[src/shared/smem_pkg.sv]
// Package: register map, field layout and timing constants of the static memory wait block
package smem_pkg;
    // Register byte offsets
    localparam logic [3:0]  CFG_OFFSET        = 4'h0;
    localparam logic [3:0]  STATUS_OFFSET     = 4'h4;
    // Configuration field positions
    localparam int          WIDTH_LSB         = 0;
    localparam int          NORMAL_WAIT_LSB   = 4;
    localparam int          BURST_WAIT_LSB    = 8;
    localparam int          BURST_EN_BIT      = 12;
    // Reset values
    localparam logic [3:0]  NORMAL_WAIT_RESET = 4'h0;
    localparam logic [3:0]  BURST_WAIT_RESET  = 4'h0;
    localparam logic [1:0]  WIDTH_RESET       = 2'h2;
    localparam logic        BURST_EN_RESET    = 1'b0;
    // Width codes
    localparam logic [1:0]  WIDTH_8           = 2'h2;
    localparam logic [1:0]  WIDTH_16          = 2'h1;
    localparam logic [1:0]  WIDTH_RSVD        = 2'h3;
    // Bus answers
    localparam logic [1:0]  RESP_OKAY         = 2'h0;
    localparam logic [1:0]  RESP_SLVERR       = 2'h2;
    // Wait count bases: burst 0..15, normal 1..16
    localparam logic [4:0]  BURST_WAIT_MAX    = 5'h0F;
    localparam logic [4:0]  NORMAL_WAIT_MAX   = 5'h10;
endpackage

[src/core/wait_counter.sv]
// Wait state down counter used to time external accesses
`timescale 1ns/1ps
`default_nettype none
module wait_counter
(
    input  wire logic       clk_in,
    input  wire logic       reset_n_in,
    input  wire logic       load_in,
    input  wire logic [4:0] count_in,
    output logic            busy_out
);
    logic [4:0] count_r;

    // Each count is one bus clock period
    always_ff @(posedge clk_in)
    begin
        if (!reset_n_in)
            count_r <= 5'h00;
        else if (load_in)
            count_r <= count_in;
        else if (count_r != 5'h00)
            count_r <= count_r - 5'h01;
    end

    assign busy_out = (count_r != 5'h00);
endmodule
`default_nettype wire

[src/core/static_memory_wait_config.sv]
// Static memory controller: wait configuration, access sequencing and AXI4-Lite registers
// What this block does
// Burst enable set: later burst beats faster
// Burst wait: 1111 zero, 0000 fifteen
// Normal wait: 1111 one, 0000 sixteen
// Width: 10 eight-bit, 01 sixteen-bit, 11 reserved
// First burst read uses normal wait
// Each wait state lasts one clock
// Sequential reads keep select and enable asserted
// Hold bus wait until count elapses
`timescale 1ns/1ps
`default_nettype none
module static_memory_wait_config
#(
    parameter int ADDR_W = 24
)
(
    input  wire logic              clk_in,
    input  wire logic              reset_n_in,
    // AXI4-Lite slave
    input  wire logic [3:0]        s_axi_awaddr,
    input  wire logic              s_axi_awvalid,
    output logic                   s_axi_awready,
    input  wire logic [31:0]       s_axi_wdata,
    input  wire logic [3:0]        s_axi_wstrb,
    input  wire logic              s_axi_wvalid,
    output logic                   s_axi_wready,
    output logic [1:0]             s_axi_bresp,
    output logic                   s_axi_bvalid,
    input  wire logic              s_axi_bready,
    input  wire logic [3:0]        s_axi_araddr,
    input  wire logic              s_axi_arvalid,
    output logic                   s_axi_arready,
    output logic [31:0]            s_axi_rdata,
    output logic [1:0]             s_axi_rresp,
    output logic                   s_axi_rvalid,
    input  wire logic              s_axi_rready,
    // Internal system bus access request
    input  wire logic              sys_req_in,
    input  wire logic              sys_seq_in,
    input  wire logic              sys_write_in,
    input  wire logic [ADDR_W-1:0] sys_addr_in,
    input  wire logic [15:0]       sys_wdata_in,
    output logic                   bus_wait_hold_out,
    output logic                   sys_done_out,
    output logic [15:0]            sys_rdata_out,
    // External memory pins
    output logic [ADDR_W-1:0]      mem_addr_out,
    output logic                   mem_chip_select_n_out,
    output logic                   mem_output_enable_n_out,
    output logic                   mem_write_enable_n_out,
    output logic [15:0]            mem_data_out,
    output logic                   mem_data_oe_out,
    input  wire logic [15:0]       mem_data_in
);
    // ----------------------------------------
    // Configuration registers
    // ----------------------------------------
    logic       burst_read_enable_r;
    logic [3:0] burst_wait_r;
    logic [3:0] normal_wait_r;
    logic [1:0] memory_width_select_r;
    logic       aw_held_r;
    logic       w_held_r;
    logic [3:0] aw_addr_r;
    logic [31:0] w_data_r;
    logic [3:0] w_strb_r;
    logic       do_write;

    always_ff @(posedge clk_in)
    begin
        if (!reset_n_in)
        begin
            aw_held_r <= 1'b0;
            aw_addr_r <= 4'h0;
        end
        else if (s_axi_awvalid && s_axi_awready)
        begin
            aw_held_r <= 1'b1;
            aw_addr_r <= s_axi_awaddr;
        end
        else if (do_write)
            aw_held_r <= 1'b0;
    end

    always_ff @(posedge clk_in)
    begin
        if (!reset_n_in)
        begin
            w_held_r <= 1'b0;
            w_data_r <= 32'h00000000;
            w_strb_r <= 4'h0;
        end
        else if (s_axi_wvalid && s_axi_wready)
        begin
            w_held_r <= 1'b1;
            w_data_r <= s_axi_wdata;
            w_strb_r <= s_axi_wstrb;
        end
        else if (do_write)
            w_held_r <= 1'b0;
    end

    assign do_write = aw_held_r && w_held_r && !s_axi_bvalid;

    always_ff @(posedge clk_in)
    begin
        if (!reset_n_in)
        begin
            s_axi_awready <= 1'b0;
            s_axi_wready  <= 1'b0;
        end
        else
        begin
            s_axi_awready <= !aw_held_r && !(s_axi_awvalid && s_axi_awready) && !s_axi_bvalid;
            s_axi_wready  <= !w_held_r && !(s_axi_wvalid && s_axi_wready) && !s_axi_bvalid;
        end
    end

    always_ff @(posedge clk_in)
    begin
        if (!reset_n_in)
        begin
            burst_read_enable_r   <= smem_pkg::BURST_EN_RESET;
            burst_wait_r          <= smem_pkg::BURST_WAIT_RESET;
            normal_wait_r         <= smem_pkg::NORMAL_WAIT_RESET;
            memory_width_select_r <= smem_pkg::WIDTH_RESET;
        end
        else if (do_write && aw_addr_r == smem_pkg::CFG_OFFSET)
        begin
            if (w_strb_r[0])
            begin
                // Reserved width code is refused, previous width kept
                if (w_data_r[smem_pkg::WIDTH_LSB +: 2] != smem_pkg::WIDTH_RSVD)
                    memory_width_select_r <= w_data_r[smem_pkg::WIDTH_LSB +: 2];
                normal_wait_r <= w_data_r[smem_pkg::NORMAL_WAIT_LSB +: 4];
            end
            if (w_strb_r[1])
            begin
                burst_wait_r        <= w_data_r[smem_pkg::BURST_WAIT_LSB +: 4];
                burst_read_enable_r <= w_data_r[smem_pkg::BURST_EN_BIT];
            end
        end
    end

    always_ff @(posedge clk_in)
    begin
        if (!reset_n_in)
        begin
            s_axi_bvalid <= 1'b0;
            s_axi_bresp  <= smem_pkg::RESP_OKAY;
        end
        else if (do_write)
        begin
            s_axi_bvalid <= 1'b1;
            s_axi_bresp  <= (aw_addr_r == smem_pkg::CFG_OFFSET) ? smem_pkg::RESP_OKAY
                                                                : smem_pkg::RESP_SLVERR;
        end
        else if (s_axi_bready)
            s_axi_bvalid <= 1'b0;
    end

    // ----------------------------------------
    // Access sequencer
    // ----------------------------------------
    typedef enum logic [2:0]
    {
        IDLE_S   = 3'b001,
        WAIT_S   = 3'b010,
        FINISH_S = 3'b100
    } state_type;

    state_type   state_r;
    logic        load;
    logic [4:0]  load_count;
    logic        waiting;
    logic        in_burst_r;
    logic        seq_ok;

    // Sequential reads keep the strobes; a new non-sequential access restarts
    assign seq_ok = sys_seq_in && !sys_write_in && !mem_chip_select_n_out;

    // Burst beats use burst count only after the first beat of the burst
    always_comb
    begin
        if (burst_read_enable_r && seq_ok && in_burst_r)
            load_count = smem_pkg::BURST_WAIT_MAX - {1'b0, burst_wait_r};
        else
            load_count = smem_pkg::NORMAL_WAIT_MAX - {1'b0, normal_wait_r};
    end

    assign load = (state_r == IDLE_S) && sys_req_in;

    wait_counter u_wait
    (
        .clk_in     (clk_in),
        .reset_n_in (reset_n_in),
        .load_in    (load),
        .count_in   (load_count),
        .busy_out   (waiting)
    );

    always_ff @(posedge clk_in)
    begin
        if (!reset_n_in)
            state_r <= IDLE_S;
        else
        begin
            unique case (state_r)
                IDLE_S:   if (sys_req_in) state_r <= WAIT_S;
                WAIT_S:   if (!waiting || load_count == 5'h00) state_r <= FINISH_S;
                FINISH_S: state_r <= IDLE_S;
                default:  state_r <= IDLE_S;
            endcase
        end
    end

    always_ff @(posedge clk_in)
    begin
        if (!reset_n_in)
            in_burst_r <= 1'b0;
        else if (state_r == FINISH_S)
            in_burst_r <= !sys_write_in;
        else if (load && !seq_ok)
            in_burst_r <= 1'b0;
    end

    // Wait held from request until the counted states run out
    always_ff @(posedge clk_in)
    begin
        if (!reset_n_in)
            bus_wait_hold_out <= 1'b0;
        else
            bus_wait_hold_out <= load || (state_r == WAIT_S && waiting);
    end

    always_ff @(posedge clk_in)
    begin
        if (!reset_n_in)
        begin
            sys_done_out  <= 1'b0;
            sys_rdata_out <= 16'h0000;
        end
        else
        begin
            sys_done_out <= (state_r == WAIT_S) && !waiting;
            if ((state_r == WAIT_S) && !waiting)
                sys_rdata_out <= (memory_width_select_r == smem_pkg::WIDTH_8)
                               ? {8'h00, mem_data_in[7:0]} : mem_data_in;
        end
    end

    // Pin drive: strobes held after a read, so select stays low while idle
    always_ff @(posedge clk_in)
    begin
        if (!reset_n_in)
        begin
            mem_addr_out            <= '0;
            mem_chip_select_n_out   <= 1'b1;
            mem_output_enable_n_out <= 1'b1;
            mem_write_enable_n_out  <= 1'b1;
            mem_data_out            <= 16'h0000;
            mem_data_oe_out         <= 1'b0;
        end
        else if (load)
        begin
            mem_addr_out            <= sys_addr_in;
            mem_chip_select_n_out   <= 1'b0;
            mem_output_enable_n_out <= sys_write_in;
            mem_write_enable_n_out  <= !sys_write_in;
            mem_data_out            <= sys_wdata_in;
            mem_data_oe_out         <= sys_write_in;
        end
        else if (state_r == FINISH_S && sys_write_in)
        begin
            mem_chip_select_n_out   <= 1'b1;
            mem_output_enable_n_out <= 1'b1;
            mem_write_enable_n_out  <= 1'b1;
            mem_data_oe_out         <= 1'b0;
        end
    end

    // ----------------------------------------
    // Register read port
    // ----------------------------------------
    always_ff @(posedge clk_in)
    begin
        if (!reset_n_in)
        begin
            s_axi_arready <= 1'b0;
            s_axi_rvalid  <= 1'b0;
            s_axi_rdata   <= 32'h00000000;
            s_axi_rresp   <= smem_pkg::RESP_OKAY;
        end
        else if (s_axi_arvalid && s_axi_arready)
        begin
            s_axi_arready <= 1'b0;
            s_axi_rvalid  <= 1'b1;
            s_axi_rresp   <= smem_pkg::RESP_OKAY;
            if (s_axi_araddr == smem_pkg::CFG_OFFSET)
                s_axi_rdata <= {19'h00000, burst_read_enable_r, burst_wait_r,
                                normal_wait_r, 2'h0, memory_width_select_r};
            else if (s_axi_araddr == smem_pkg::STATUS_OFFSET)
                s_axi_rdata <= {29'h00000000, state_r};
            else
            begin
                s_axi_rdata <= 32'h00000000;
                s_axi_rresp <= smem_pkg::RESP_SLVERR;
            end
        end
        else if (s_axi_rvalid)
        begin
            if (s_axi_rready)
                s_axi_rvalid <= 1'b0;
        end
        else
            s_axi_arready <= 1'b1;
    end
endmodule
`default_nettype wire

[config.mk]
export PLATFORM = sky130hd
export DESIGN_NAME = static_memory_wait_config
export DESIGN_NICKNAME = d
export VERILOG_FILES = /design/src/shared/smem_pkg.sv /design/src/core/wait_counter.sv /design/src/core/static_memory_wait_config.sv
export SDC_FILE = /design/constraint.sdc
export NUM_CORES = 1
export LEC_CHECK = 0
export BUFFER_PORTS_ARGS = -buffer_cell sky130_fd_sc_hd__clkbuf_2
export CAP_MARGIN = 20
export CORE_MARGIN = 2
export CORE_UTILIZATION = 40
export CTS_CLUSTER_DIAMETER = 200
export CTS_CLUSTER_SIZE = 28
export DETAILED_ROUTE_END_ITERATION = 12
export PLACE_DENSITY_LB_ADDON = 0.05
export RECOVER_POWER = 50
export SLEW_MARGIN = 25
export SYNTH_ARGS = -nofsm -noshare
export SYNTH_HDL_FRONTEND = slang
export SYNTH_SLANG_ARGS = --single-unit
[constraint.sdc]
create_clock -name clk_in -period 3.1 [get_ports clk_in]
set_input_delay 0.62 -clock clk_in [delete_from_list [all_inputs] [get_ports clk_in]]
set_output_delay 0.62 -clock clk_in [all_outputs]
set_load 0.02 [all_outputs]
==> impl_metrics.sql, run 1 <==
INSERT INTO impl_metrics (metric_group, metric, value, unit) VALUES
('critical_path', 'reg2reg_setup_slack', '0.85', 'ns'),
('route', 'vias_per_cell', '4.679', ''),
('final_layout', 'fill_count', '1162', ''),
('yosys', 'synth-edff-count', '0', ''),
('global_routing', 'grt_antenna_before_repair', '0', ''),
('yosys', 'syn_avg_cell_area', '8.777', 'sq um'),
('critical_path', 'worstReg2RegEnd', 'sys_rdata_out[3]', ''),
('global_routing', 'global_route.overflow_total', '0', ''),
('worst_hold_path', 'hold_path_class', 'input port to flip-flop', ''),
('yosys', 'synth_async_sr_flop_share', '0', ''),
('die', 'number_of_rows_created_at_floorplan', '39', ''),
('global_routing', 'grt_pass1_wl', '17.31', 'mm'),
('placed_design', 'gp_congestion', '0.7151', ''),
('timing', 'worst-slew-pin-transition', '1.058', 'ns'),
('power', 'p_leak', '2.643', 'nW'),
('yosys', 'netlist_instances', '530', ''),
('critical_path', 'worstSetupStartpoint', 'reset_n_in', ''),
('global_routing', 'grt_start_max_net_pins', '61', ''),
('timing', 'setup-violations-final', '0', ''),
('cts', 'clock_tree.root_cell', 'clkbuf_16', ''),
('final_layout', 'final_net_count', '803', ''),
('cts', 'path_clk_slew', '0.06', 'ns'),
('yosys', 'netlist-cell-type-count', '48', ''),
('critical_path', 'worst-r2r-cell-count', '6', ''),
('die', 'die_height', '111.8', 'um'),
('die', 'floorplan.core_area', '11370', 'sq um'),
('timing', 'grt_setup_unrepaired', 'no', ''),
('route', 'via_total_after_detailed_routing', '3963', ''),
('timing', 'maxClockFrequency', '0.3973', 'GHz'),
('timing', 'finalCriticalPeriod', '2.517', 'ns'),
('timing', 'setup_ws', '0.5830', 'ns'),
('yosys', 'dominantRegCellSynth', 'dfxtp_1', ''),
('critical_path', 'cp_data_arrival_time', '2.82', 'ns'),
('critical_path', 'critical_path_cell_sequence', 'clkbuf_1, inv_1, clkbuf_4, a211oi_1', ''),
('global_routing', 'grt.total_usage', '0.1688', ''),
('critical_path', 'cp_max_stage_delay', '0.68', 'ns'),
('critical_path', 'startpoint_type', 'input port', ''),
('timing', 'totalNegativeSetupSlack', '0', 'ns'),
('outcome', 'status', 'finished clean', ''),
('final_layout', 'antenna_cells', '0', ''),
('timing', 'slew_headroom', '0.2937', ''),
('yosys', 'netlist_top_cells_area', 'dfxtp_1, nand2_1, a21oi_1', ''),
('final_layout', 'mostFrequentLayoutCells', 'nand2_1, dfxtp_1, clkbuf_2, clkbuf_1, a21oi_1', ''),
('cts', 'clock_tree.htree_level_count', '4', ''),
('yosys', 'synth.ff_latch_count', '120', ''),
('timing', 'final_clock_skew', '0.005078', 'ns'),
('global_routing', 'grt_pass1_vias', '3689', ''),
('power', 'powerDensity', '682.4', 'nW/um^2'),
('die', 'design.portCount', '213', ''),
('route', 'drc', '0', ''),
('critical_path', 'critical_path.endpoint', 's_axi_bresp[1]', ''),
('power', 'max-vdd-ir-drop', '0.2622', 'mV'),
('final_layout', 'layout.cells.most_common', 'nand2_1', ''),
('yosys', 'yosys_warnings', '0', ''),
('route', 'wl_per_cell', '12.52', 'um'),
('route', 'firstDrtPassIters', '4', ''),
('critical_path', 'criticalPathCategory', 'input port to flip-flop', ''),
('timing', 'hold_slack', '0.4371', 'ns'),
('cts', 'cts_made_buffers', '17', ''),
('yosys', 'netlist.area_leader.share', '0.5164', ''),
('placed_design', 'place.detailed.hpwl', '7.494', 'mm'),
('yosys', 'syn-cell-area', '4652', 'sq um'),
('cts', 'holdBufCountCts', '0', ''),
('route', 'drt_iter0_markers', '181', ''),
('route', 'totalWireLength', '10.61', 'mm'),
('yosys', 'synth-seq-area-share', '0.5164', ''),
('cts', 'cts_tree', 'done', ''),
('die', 'chipWidth', '111.8', 'um'),
('final_layout', 'layout-drive-gt1-share', '0.1918', ''),
('flow_run', 'maxCapViolations', '0', ''),
('final_layout', 'area_growth_syn_to_layout', '28.29', '%');
## worst max-delay path, delay by kind of cell
family | cells | cell delay, ns
AOI/OAI and AO/OA | 1 | 0.32
buffers and inverters | 3 | 1.83
## state kept, by name, summed over array words and instances (netlist names), 5 cells and up
signal	cells
mem_addr_out	24
mem_data_out	16
sys_rdata_out	16
s_axi_rdata	12
w_data_r	11
u_wait.count_r	5
## per-stage QoR
step / power (mW) / cells / util / cell area, sq um
2_1_floorplan: 2.085 / 551 / - / 4731
3_3_place_gp: 2.221 / 815 / 0.4845 / 5509
3_5_place_dp: 2.235 / 815 / 0.4845 / 5509
4_1_cts: 4.146 / 847 / 0.5358 / 6092
5_1_grt: 4.270 / 847 / 0.5249 / 5968
6_report: 4.073 / 847 / 0.5249 / 5968
## worst min path at each step
| stage | to | from | cells after the start |
|---|---|---|---|
| 6_report | mem_data_out[0] | sys_wdata_in[0] | 3 |
| 3_5_place_dp | s_axi_awready | aw_held_r | 1 |
| 3_3_place_gp | s_axi_awready | aw_held_r | 1 |
| 2_1_floorplan | s_axi_awready | aw_held_r | 1 |
| 5_1_grt | mem_addr_out[22] | sys_addr_in[22] | 3 |
| 4_1_cts | mem_addr_out[22] | sys_addr_in[22] | 3 |
## layer usage
layer / GRT usage / part of all wire
met5: 0 / 0
met2: 0.2735 / 0.46
met1: 0.2085 / 0.46
met4: 0.05926 / 0.011
met3: 0.05988 / 0.073
## layout make-up
cell class	instances	area, sq um	share of cell area
Multi-Input combinational cell	370	1997	0.3346
Clock inverter	12	126.4	0.02117
Clock buffer	20	456.7	0.07652
Timing Repair Buffer	171	765.7	0.1283
Inverter	11	41.29	0.006918
Sequential cell	120	2402	0.4025
Tap cell	143	178.9	0.02998
## cell usage after synthesis, types with 3 or more instances
master and count:
a21oi_1 71, nor2_1 38, nor3_1 4, mux2i_1 29
nand2b_1 5, buf_1 5, and2_1 9, inv_1 11
nand3_1 7, clkbuf_1 19, nor3b_1 3, a22o_1 9
dfxtp_1 120, buf_4 22, o21ai_0 13, nand2_1 123
## cells by family (layout without fill, tap and decap cells)
| logic type | Yosys count | count (layout) | synth area share |
|---|---|---|---|
| DFF | 120 | 120 | 0.5164 |
| and+or+nand+nor | 207 | 207 | 0.2023 |
| buffers and inverters | 61 | 214 | 0.07262 |
| xor gates and xnor gates | 4 | 4 | 0.007532 |
| AOI/OAI and AO/OA | 104 | 104 | 0.1278 |
| other | 1 | 22 | 0.0008061 |
| adders and majority gates | 2 | 2 | 0.005378 |
| muxes | 31 | 31 | 0.06724 |
## report_power, final
part / total [mW] / switching (mW) / internal [mW]
Clock: 1.89 / 0.670 / 1.22
Combinational: 0.497 / 0.309 / 0.189
Sequential: 1.69 / 0.0562 / 1.63
Power figures use the tool's default switching activity.
==> run 2, diff against run 1 <==
Clock period 3.1 ns to 2.15 ns, I/O delays scaled along.
==> run 2 against run 1 <==
Non-clock buffer count increased by 6. Combinational power increased by 49%. Clock power up 46%. Die area unchanged. First-iteration DRC count fell by 15%. Largest cell class unchanged. Highest routed layer unchanged.
==> impl_metrics.sql, run 2 (synthesis results as in run 1) <==
INSERT INTO impl_metrics (metric_group, metric, value, unit) VALUES
('route', 'vias_per_cell', '4.633', ''),
('cts', 'path_clk_slew', '0.05', 'ns'),
('critical_path', 'cp_data_arrival_time', '1.99', 'ns'),
('final_layout', 'antenna_cells', '0', ''),
('global_routing', 'grt_antenna_before_repair', '0', ''),
('route', 'wl_per_cell', '12.35', 'um'),
('critical_path', 'worst-r2r-cell-count', '6', ''),
('placed_design', 'place.detailed.hpwl', '7.635', 'mm'),
('final_layout', 'stdcell_count', '852', ''),
('final_layout', 'largest-register', 'mem_addr_out', ''),
('final_layout', 'registers_with_the_highest_flip_flop_counts', 'mem_addr_out x24, mem_data_out x16, sys_rdata_out x16', ''),
('worst_hold_path', 'whs_path_cells', '3', ''),
('flow_run', 'maxCapViolations', '0', ''),
('power', 'p_leak', '2.715', 'nW'),
('final_layout', 'register_area', '2402', 'sq um'),
('cts', 'clockBufferDepth', '2', ''),
('global_routing', 'grt_pass1_wl', '17.46', 'mm'),
('power', 'max-vdd-ir-drop', '0.4154', 'mV'),
('route', 'totalWireLength', '10.52', 'mm'),
('die', 'die_height', '111.8', 'um'),
('critical_path', 'startpoint_type', 'flip-flop', ''),
('die', 'start_util', '0.4092', ''),
('final_layout', 'final_cell_area', '6050', 'sq um'),
('global_routing', 'grt_pass1_vias', '3805', ''),
('final_layout', 'mostFrequentLayoutCells', 'nand2_1, dfxtp_1, clkbuf_2, a21oi_1, clkbuf_1', ''),
('critical_path', 'required', '2.44', 'ns'),
('placed_design', 'dpl_worst_slack', '0.3983', 'ns'),
('die', 'design.portCount', '213', ''),
('worst_hold_path', 'hp-start', 'sys_wdata_in[15]', ''),
('global_routing', 'grt_start_max_net_pins', '67', ''),
('critical_path', 'cp_max_fo', '8', ''),
('global_routing', 'global_route.overflow_total', '0', ''),
('cts', 'clock_tree.root_cell', 'clkbuf_16', ''),
('outcome', 'status', 'finished clean', ''),
('placed_design', 'io_buffer_count', '167', ''),
('final_layout', 'multi_input_comb_area', '2008', 'sq um'),
('placed_design', 'place_inst', '821', ''),
('critical_path', 'criticalPathCategory', 'flip-flop to flip-flop', ''),
('cts', 'cts_tree', 'done', ''),
('timing', 'totalNegativeSetupSlack', '0', 'ns'),
('die', 'chipWidth', '111.8', 'um'),
('timing', 'final_clock_skew', '0.007476', 'ns'),
('final_layout', 'largest_register_ffs', '24', ''),
('final_layout', 'area_growth_syn_to_layout', '30.04', '%'),
('timing', 'final_min_period_over_clock_period', '0.7878', ''),
('die', 'number_of_rows_created_at_floorplan', '39', ''),
('global_routing', 'grt.total_usage', '0.1701', ''),
('timing', 'setup-violations-final', '0', ''),
('timing', 'worst-slew-pin-transition', '1.113', 'ns'),
('cts', 'holdBufCountCts', '0', ''),
('final_layout', 'layout-drive-gt1-share', '0.2158', ''),
('route', 'drc', '0', ''),
('die', 'die-area', '12510', 'sq um'),
('final_layout', 'layout.cells.most_common', 'nand2_1', ''),
('die', 'floorplan.core_area', '11370', 'sq um'),
('cts', 'cts_post_setup_buffers_inserted', '0', ''),
('timing', 'slew_headroom', '0.2578', ''),
('cts', 'clock_tree.htree_level_count', '4', ''),
('cts', 'worstSkewPairLatency', '0.40', 'ns'),
('cts', 'cts_made_buffers', '17', ''),
('route', 'via_total_after_detailed_routing', '3947', ''),
('route', 'drt.antenna.violating_nets', '0', ''),
('critical_path', 'r2r-start', 'u_wait.count_r[0]', ''),
('placed_design', 'gp_congestion', '0.7112', ''),
('final_layout', 'final_net_count', '809', ''),
('timing', 'maxClockFrequency', '0.5904', 'GHz'),
('route', 'firstDrtPassIters', '5', ''),
('critical_path', 'worstSetupStartpoint', 'u_wait.count_r[0]', ''),
('placed_design', 'postPlaceCellArea', '5567', 'sq um'),
('final_layout', 'fill_count', '1131', ''),
('critical_path', 'critical_path.endpoint_type', 'flip-flop', ''),
('power', 'finalPower', '5.919', 'mW'),
('power', 'powerDensity', '978.4', 'nW/um^2'),
('timing', 'finalCriticalPeriod', '1.694', 'ns'),
('timing', 'grt_setup_unrepaired', 'no', ''),
('cts', 'cts.sinks', '120', ''),
('timing', 'setup_ws', '0.4562', 'ns'),
('timing', 'finalMaxSlewViolations', '0', ''),
('timing', 'finalHoldViolCount', '0', ''),
('cts', 'post_cts_resize_count', '0', ''),
('route', 'drt_iter0_markers', '153', ''),
('worst_hold_path', 'hold_path_class', 'input port to flip-flop', '');
run 2: cell count changes in the layout (fill, tap and decap cells not counted), moves of 2 or more:
| cell | change |
|---|---|
| clkbuf_2 | +15 |
| clkbuf_1 | -11 |
| buf_4 | +3 |
| clkinv_2 | -3 |
| clkinv_4 | -3 |
| clkbuf_8 | +2 |
run 2: layout make-up:
class | count | share of cell area
clock inverters | 7 | 0.01531
well taps | 143 | 0.02958
inverters | 11 | 0.006825
multi-input cells | 370 | 0.3320
flip-flops and latches | 120 | 0.3971
clock buffers | 24 | 0.08128
repair buffers | 177 | 0.1380
run 2: final timing paths:
| check | end | slack [ns] |
|---|---|---|
| worst max-delay path | u_wait.count_r[2] | 0.46 |
| worst min register to register | s_axi_awready | 0.44 |
| worst min-delay path | mem_data_out[15] | 0.25 |
| worst max register to register | u_wait.count_r[2] | 0.46 |
run 2: per-layer routing:
| layer | GRT usage | wire length, um | vias up |
|---|---|---|---|
| met4 | 0.05844 | 142 | 0 |
| met5 | 0 | 0 | - |
| met3 | 0.06151 | 786 | 12 |
| li1 | - | - | 2058 |
| met2 | 0.2800 | 4812 | 118 |
| met1 | 0.2064 | 4778 | 1759 |
run 2: critical path: stages (launching register included):
cell and delay (ns):
dfxtp_1 0.33, inv_1 0.07, ha_1 0.23, nor4b_4 0.15
buf_4 0.16, or3_2 0.41, a221oi_1 0.23
run 2: power by group:
| group | switching [mW] | internal [mW] |
|---|---|---|
| combinational | 0.446 | 0.295 |
| clock | 0.930 | 1.82 |
| sequential | 0.0808 | 2.35 |
run 2: stage by stage:
stage                     utilization  hold WS, ns
after floorplan                     -       0.4061
after global placement         0.4896       0.4297
after detailed placement       0.4896       0.4290
after CTS                      0.5410       0.2326
after global routing           0.5321       0.2440
final                          0.5321       0.2514
==> run 3, diff against run 2 <==
Clock period 2.15 ns to 1.75 ns, I/O delays scaled along.
==> run 3 against run 2 <==
First-iteration DRC count grew 12%. Count of clock-buffer cells in the layout shrank 2. Cell count grew 0.94%. Combinational power grew 31%. Global-route usage grew 0.73 points. Critical endpoint is now sys_rdata_out[11].
==> impl_metrics.sql, run 3 (synthesis results as in run 1) <==
INSERT INTO impl_metrics (metric_group, metric, value, unit) VALUES
('outcome', 'status', 'finished clean', ''),
('worst_hold_path', 'whs_path_cells', '3', ''),
('global_routing', 'grt_antenna_before_repair', '0', ''),
('cts', 'cts_tree', 'done', ''),
('critical_path', 'cp_max_fo', '17', ''),
('final_layout', 'largest-register', 'mem_addr_out', ''),
('final_layout', 'finish.utilization', '0.5442', ''),
('global_routing', 'grt_start_max_net_pins', '52', ''),
('cts', 'clockBufferDepth', '2', ''),
('timing', 'totalNegativeSetupSlack', '0', 'ns'),
('final_layout', 'layout.cells.most_common', 'nand2_1', ''),
('critical_path', 'criticalPathCategory', 'flip-flop to flip-flop', ''),
('cts', 'clock_tree.root_cell', 'clkbuf_16', ''),
('critical_path', 'required', '2.05', 'ns'),
('cts', 'path_clk_slew', '0.05', 'ns'),
('placed_design', 'io_buffer_count', '167', ''),
('die', 'chipWidth', '111.8', 'um'),
('die', 'number_of_rows_created_at_floorplan', '39', ''),
('placed_design', 'place.detailed.hpwl', '7.815', 'mm'),
('critical_path', 'worst-r2r-cell-count', '7', ''),
('route', 'firstDrtPassIters', '4', ''),
('final_layout', 'register_area', '2402', 'sq um'),
('die', 'die-area', '12510', 'sq um'),
('critical_path', 'cp_max_stage_delay', '0.36', 'ns'),
('cts', 'holdBufCountCts', '0', ''),
('route', 'drt_iter0_markers', '171', ''),
('global_routing', 'grt.total_usage', '0.1774', ''),
('power', 'max-vdd-ir-drop', '0.7198', 'mV'),
('power', 'p_leak', '2.806', 'nW'),
('critical_path', 'critical_path.slowest_cell', 'nor4b_4', ''),
('die', 'die_height', '111.8', 'um'),
('global_routing', 'grt_pass1_wl', '17.91', 'mm'),
('timing', 'finalHoldViolCount', '0', ''),
('cts', 'cts_post_setup_buffers_inserted', '0', ''),
('die', 'design.portCount', '213', ''),
('route', 'via_total_after_detailed_routing', '4037', ''),
('route', 'drt.antenna.violating_nets', '0', ''),
('final_layout', 'largest_register_ffs', '24', ''),
('timing', 'grt_setup_unrepaired', 'no', ''),
('worst_hold_path', 'hold_path_class', 'input port to flip-flop', ''),
('cts', 'cts.sinks', '120', ''),
('timing', 'setup-violations-final', '0', ''),
('die', 'floorplan.core_area', '11370', 'sq um'),
('timing', 'worst-slew-pin-transition', '0.5522', 'ns'),
('route', 'totalWireLength', '10.82', 'mm'),
('final_layout', 'registers_with_the_highest_flip_flop_counts', 'mem_addr_out x24, mem_data_out x16, sys_rdata_out x16', ''),
('cts', 'post_cts_resize_count', '0', ''),
('placed_design', 'gp_congestion', '0.7335', ''),
('timing', 'maxClockFrequency', '0.6217', 'GHz'),
('route', 'vias_per_cell', '4.694', ''),
('global_routing', 'grt_pass1_vias', '3803', ''),
('flow_run', 'maxCapViolations', '0', ''),
('final_layout', 'antenna_cells', '0', ''),
('critical_path', 'startpoint_type', 'flip-flop', ''),
('final_layout', 'stdcell_count', '860', ''),
('final_layout', 'multi_input_comb_area', '2037', 'sq um'),
('timing', 'hold_slack', '0.1554', 'ns'),
('timing', 'slew_headroom', '0.6318', ''),
('final_layout', 'area_growth_syn_to_layout', '33.00', '%'),
('critical_path', 'critical_path.endpoint_type', 'flip-flop', ''),
('timing', 'final_clock_skew', '0.004673', 'ns'),
('final_layout', 'layout-drive-gt1-share', '0.2357', ''),
('timing', 'finalMaxSlewViolations', '0', ''),
('cts', 'cts_made_buffers', '17', ''),
('route', 'wl_per_cell', '12.58', 'um'),
('power', 'powerDensity', '1206', 'nW/um^2'),
('die', 'start_util', '0.4092', ''),
('placed_design', 'place_inst', '829', ''),
('critical_path', 'cp_data_arrival_time', '1.91', 'ns'),
('power', 'finalPower', '7.464', 'mW'),
('cts', 'clock_tree.htree_level_count', '4', ''),
('route', 'drc', '0', ''),
('global_routing', 'global_route.overflow_total', '0', ''),
('cts', 'worstSkewPairLatency', '0.41', 'ns'),
('timing', 'final_min_period_over_clock_period', '0.9191', ''),
('final_layout', 'fill_count', '1124', ''),
('final_layout', 'mostFrequentLayoutCells', 'nand2_1, dfxtp_1, clkbuf_2, a21oi_1, clkbuf_1', ''),
('critical_path', 'critical_path_cell_sequence', 'inv_1, ha_4, nor4b_4, nand3b_4, buf_12, mux2i_2, nor2_1', ''),
('timing', 'finalCriticalPeriod', '1.609', 'ns'),
('final_layout', 'final_net_count', '817', '');
run 3: cell count changes in the layout (fill, tap and decap cells not counted), sizes merged:
cell / previous run / this run
bufinv: 2 / 3
clkinv: 2 / 5
clkinvlp: 3 / 1
buf: 7 / 14
clkbuf: 194 / 193
run 3: worst paths after layout:
kind	slack, ns	startpoint	end
min	0.16	sys_addr_in[12]	mem_addr_out[12]
max reg2reg	0.14	u_wait.count_r[0]	sys_rdata_out[11]
max	0.14	u_wait.count_r[0]	sys_rdata_out[11]
min reg2reg	0.44	aw_held_r	s_axi_awready
run 3: critical path, delay by kind of cell (launching register included):
kind / cells / cell delay, ns
and+or+nand+nor: 3 / 0.53
DFF: 1 / 0.31
buffers and inverters: 2 / 0.29
muxes: 1 / 0.19
adders and majority gates: 1 / 0.15
run 3: through the flow:
| stage | instance area (sq um) | setup WS [ns] |
|---|---|---|
| 2_1_floorplan | 4731 | 0.1135 |
| 5_1_grt | 6187 | 0.006899 |
| 4_1_cts | 6236 | 0.08166 |
| 6_report | 6187 | 0.1415 |
| 3_3_place_gp | 5639 | 0.1536 |
| 3_5_place_dp | 5639 | 0.09256 |
run 3: power by group:
part | total (mW) | internal (mW) | switching [mW]
Sequential | 2.99 | 2.89 | 0.102
Clock | 3.50 | 2.33 | 1.17
Combinational | 0.972 | 0.400 | 0.572
run 3: layer usage:
metal	vias up	global-route usage	wire [um]
met5	-	0	0
met4	0	0.06584	157
met3	14	0.07349	834
met2	125	0.2776	4961
met1	1820	0.2195	4867
li1	2078	-	-
run 3: layout make-up:
type	count	share of cell area
inverter	11	0.006673
clock buffer	22	0.07664
timing repair buffer	185	0.1505
tap	143	0.02892
sequential	120	0.3883
clock inverter	9	0.01982
multi-input combinational	370	0.3292
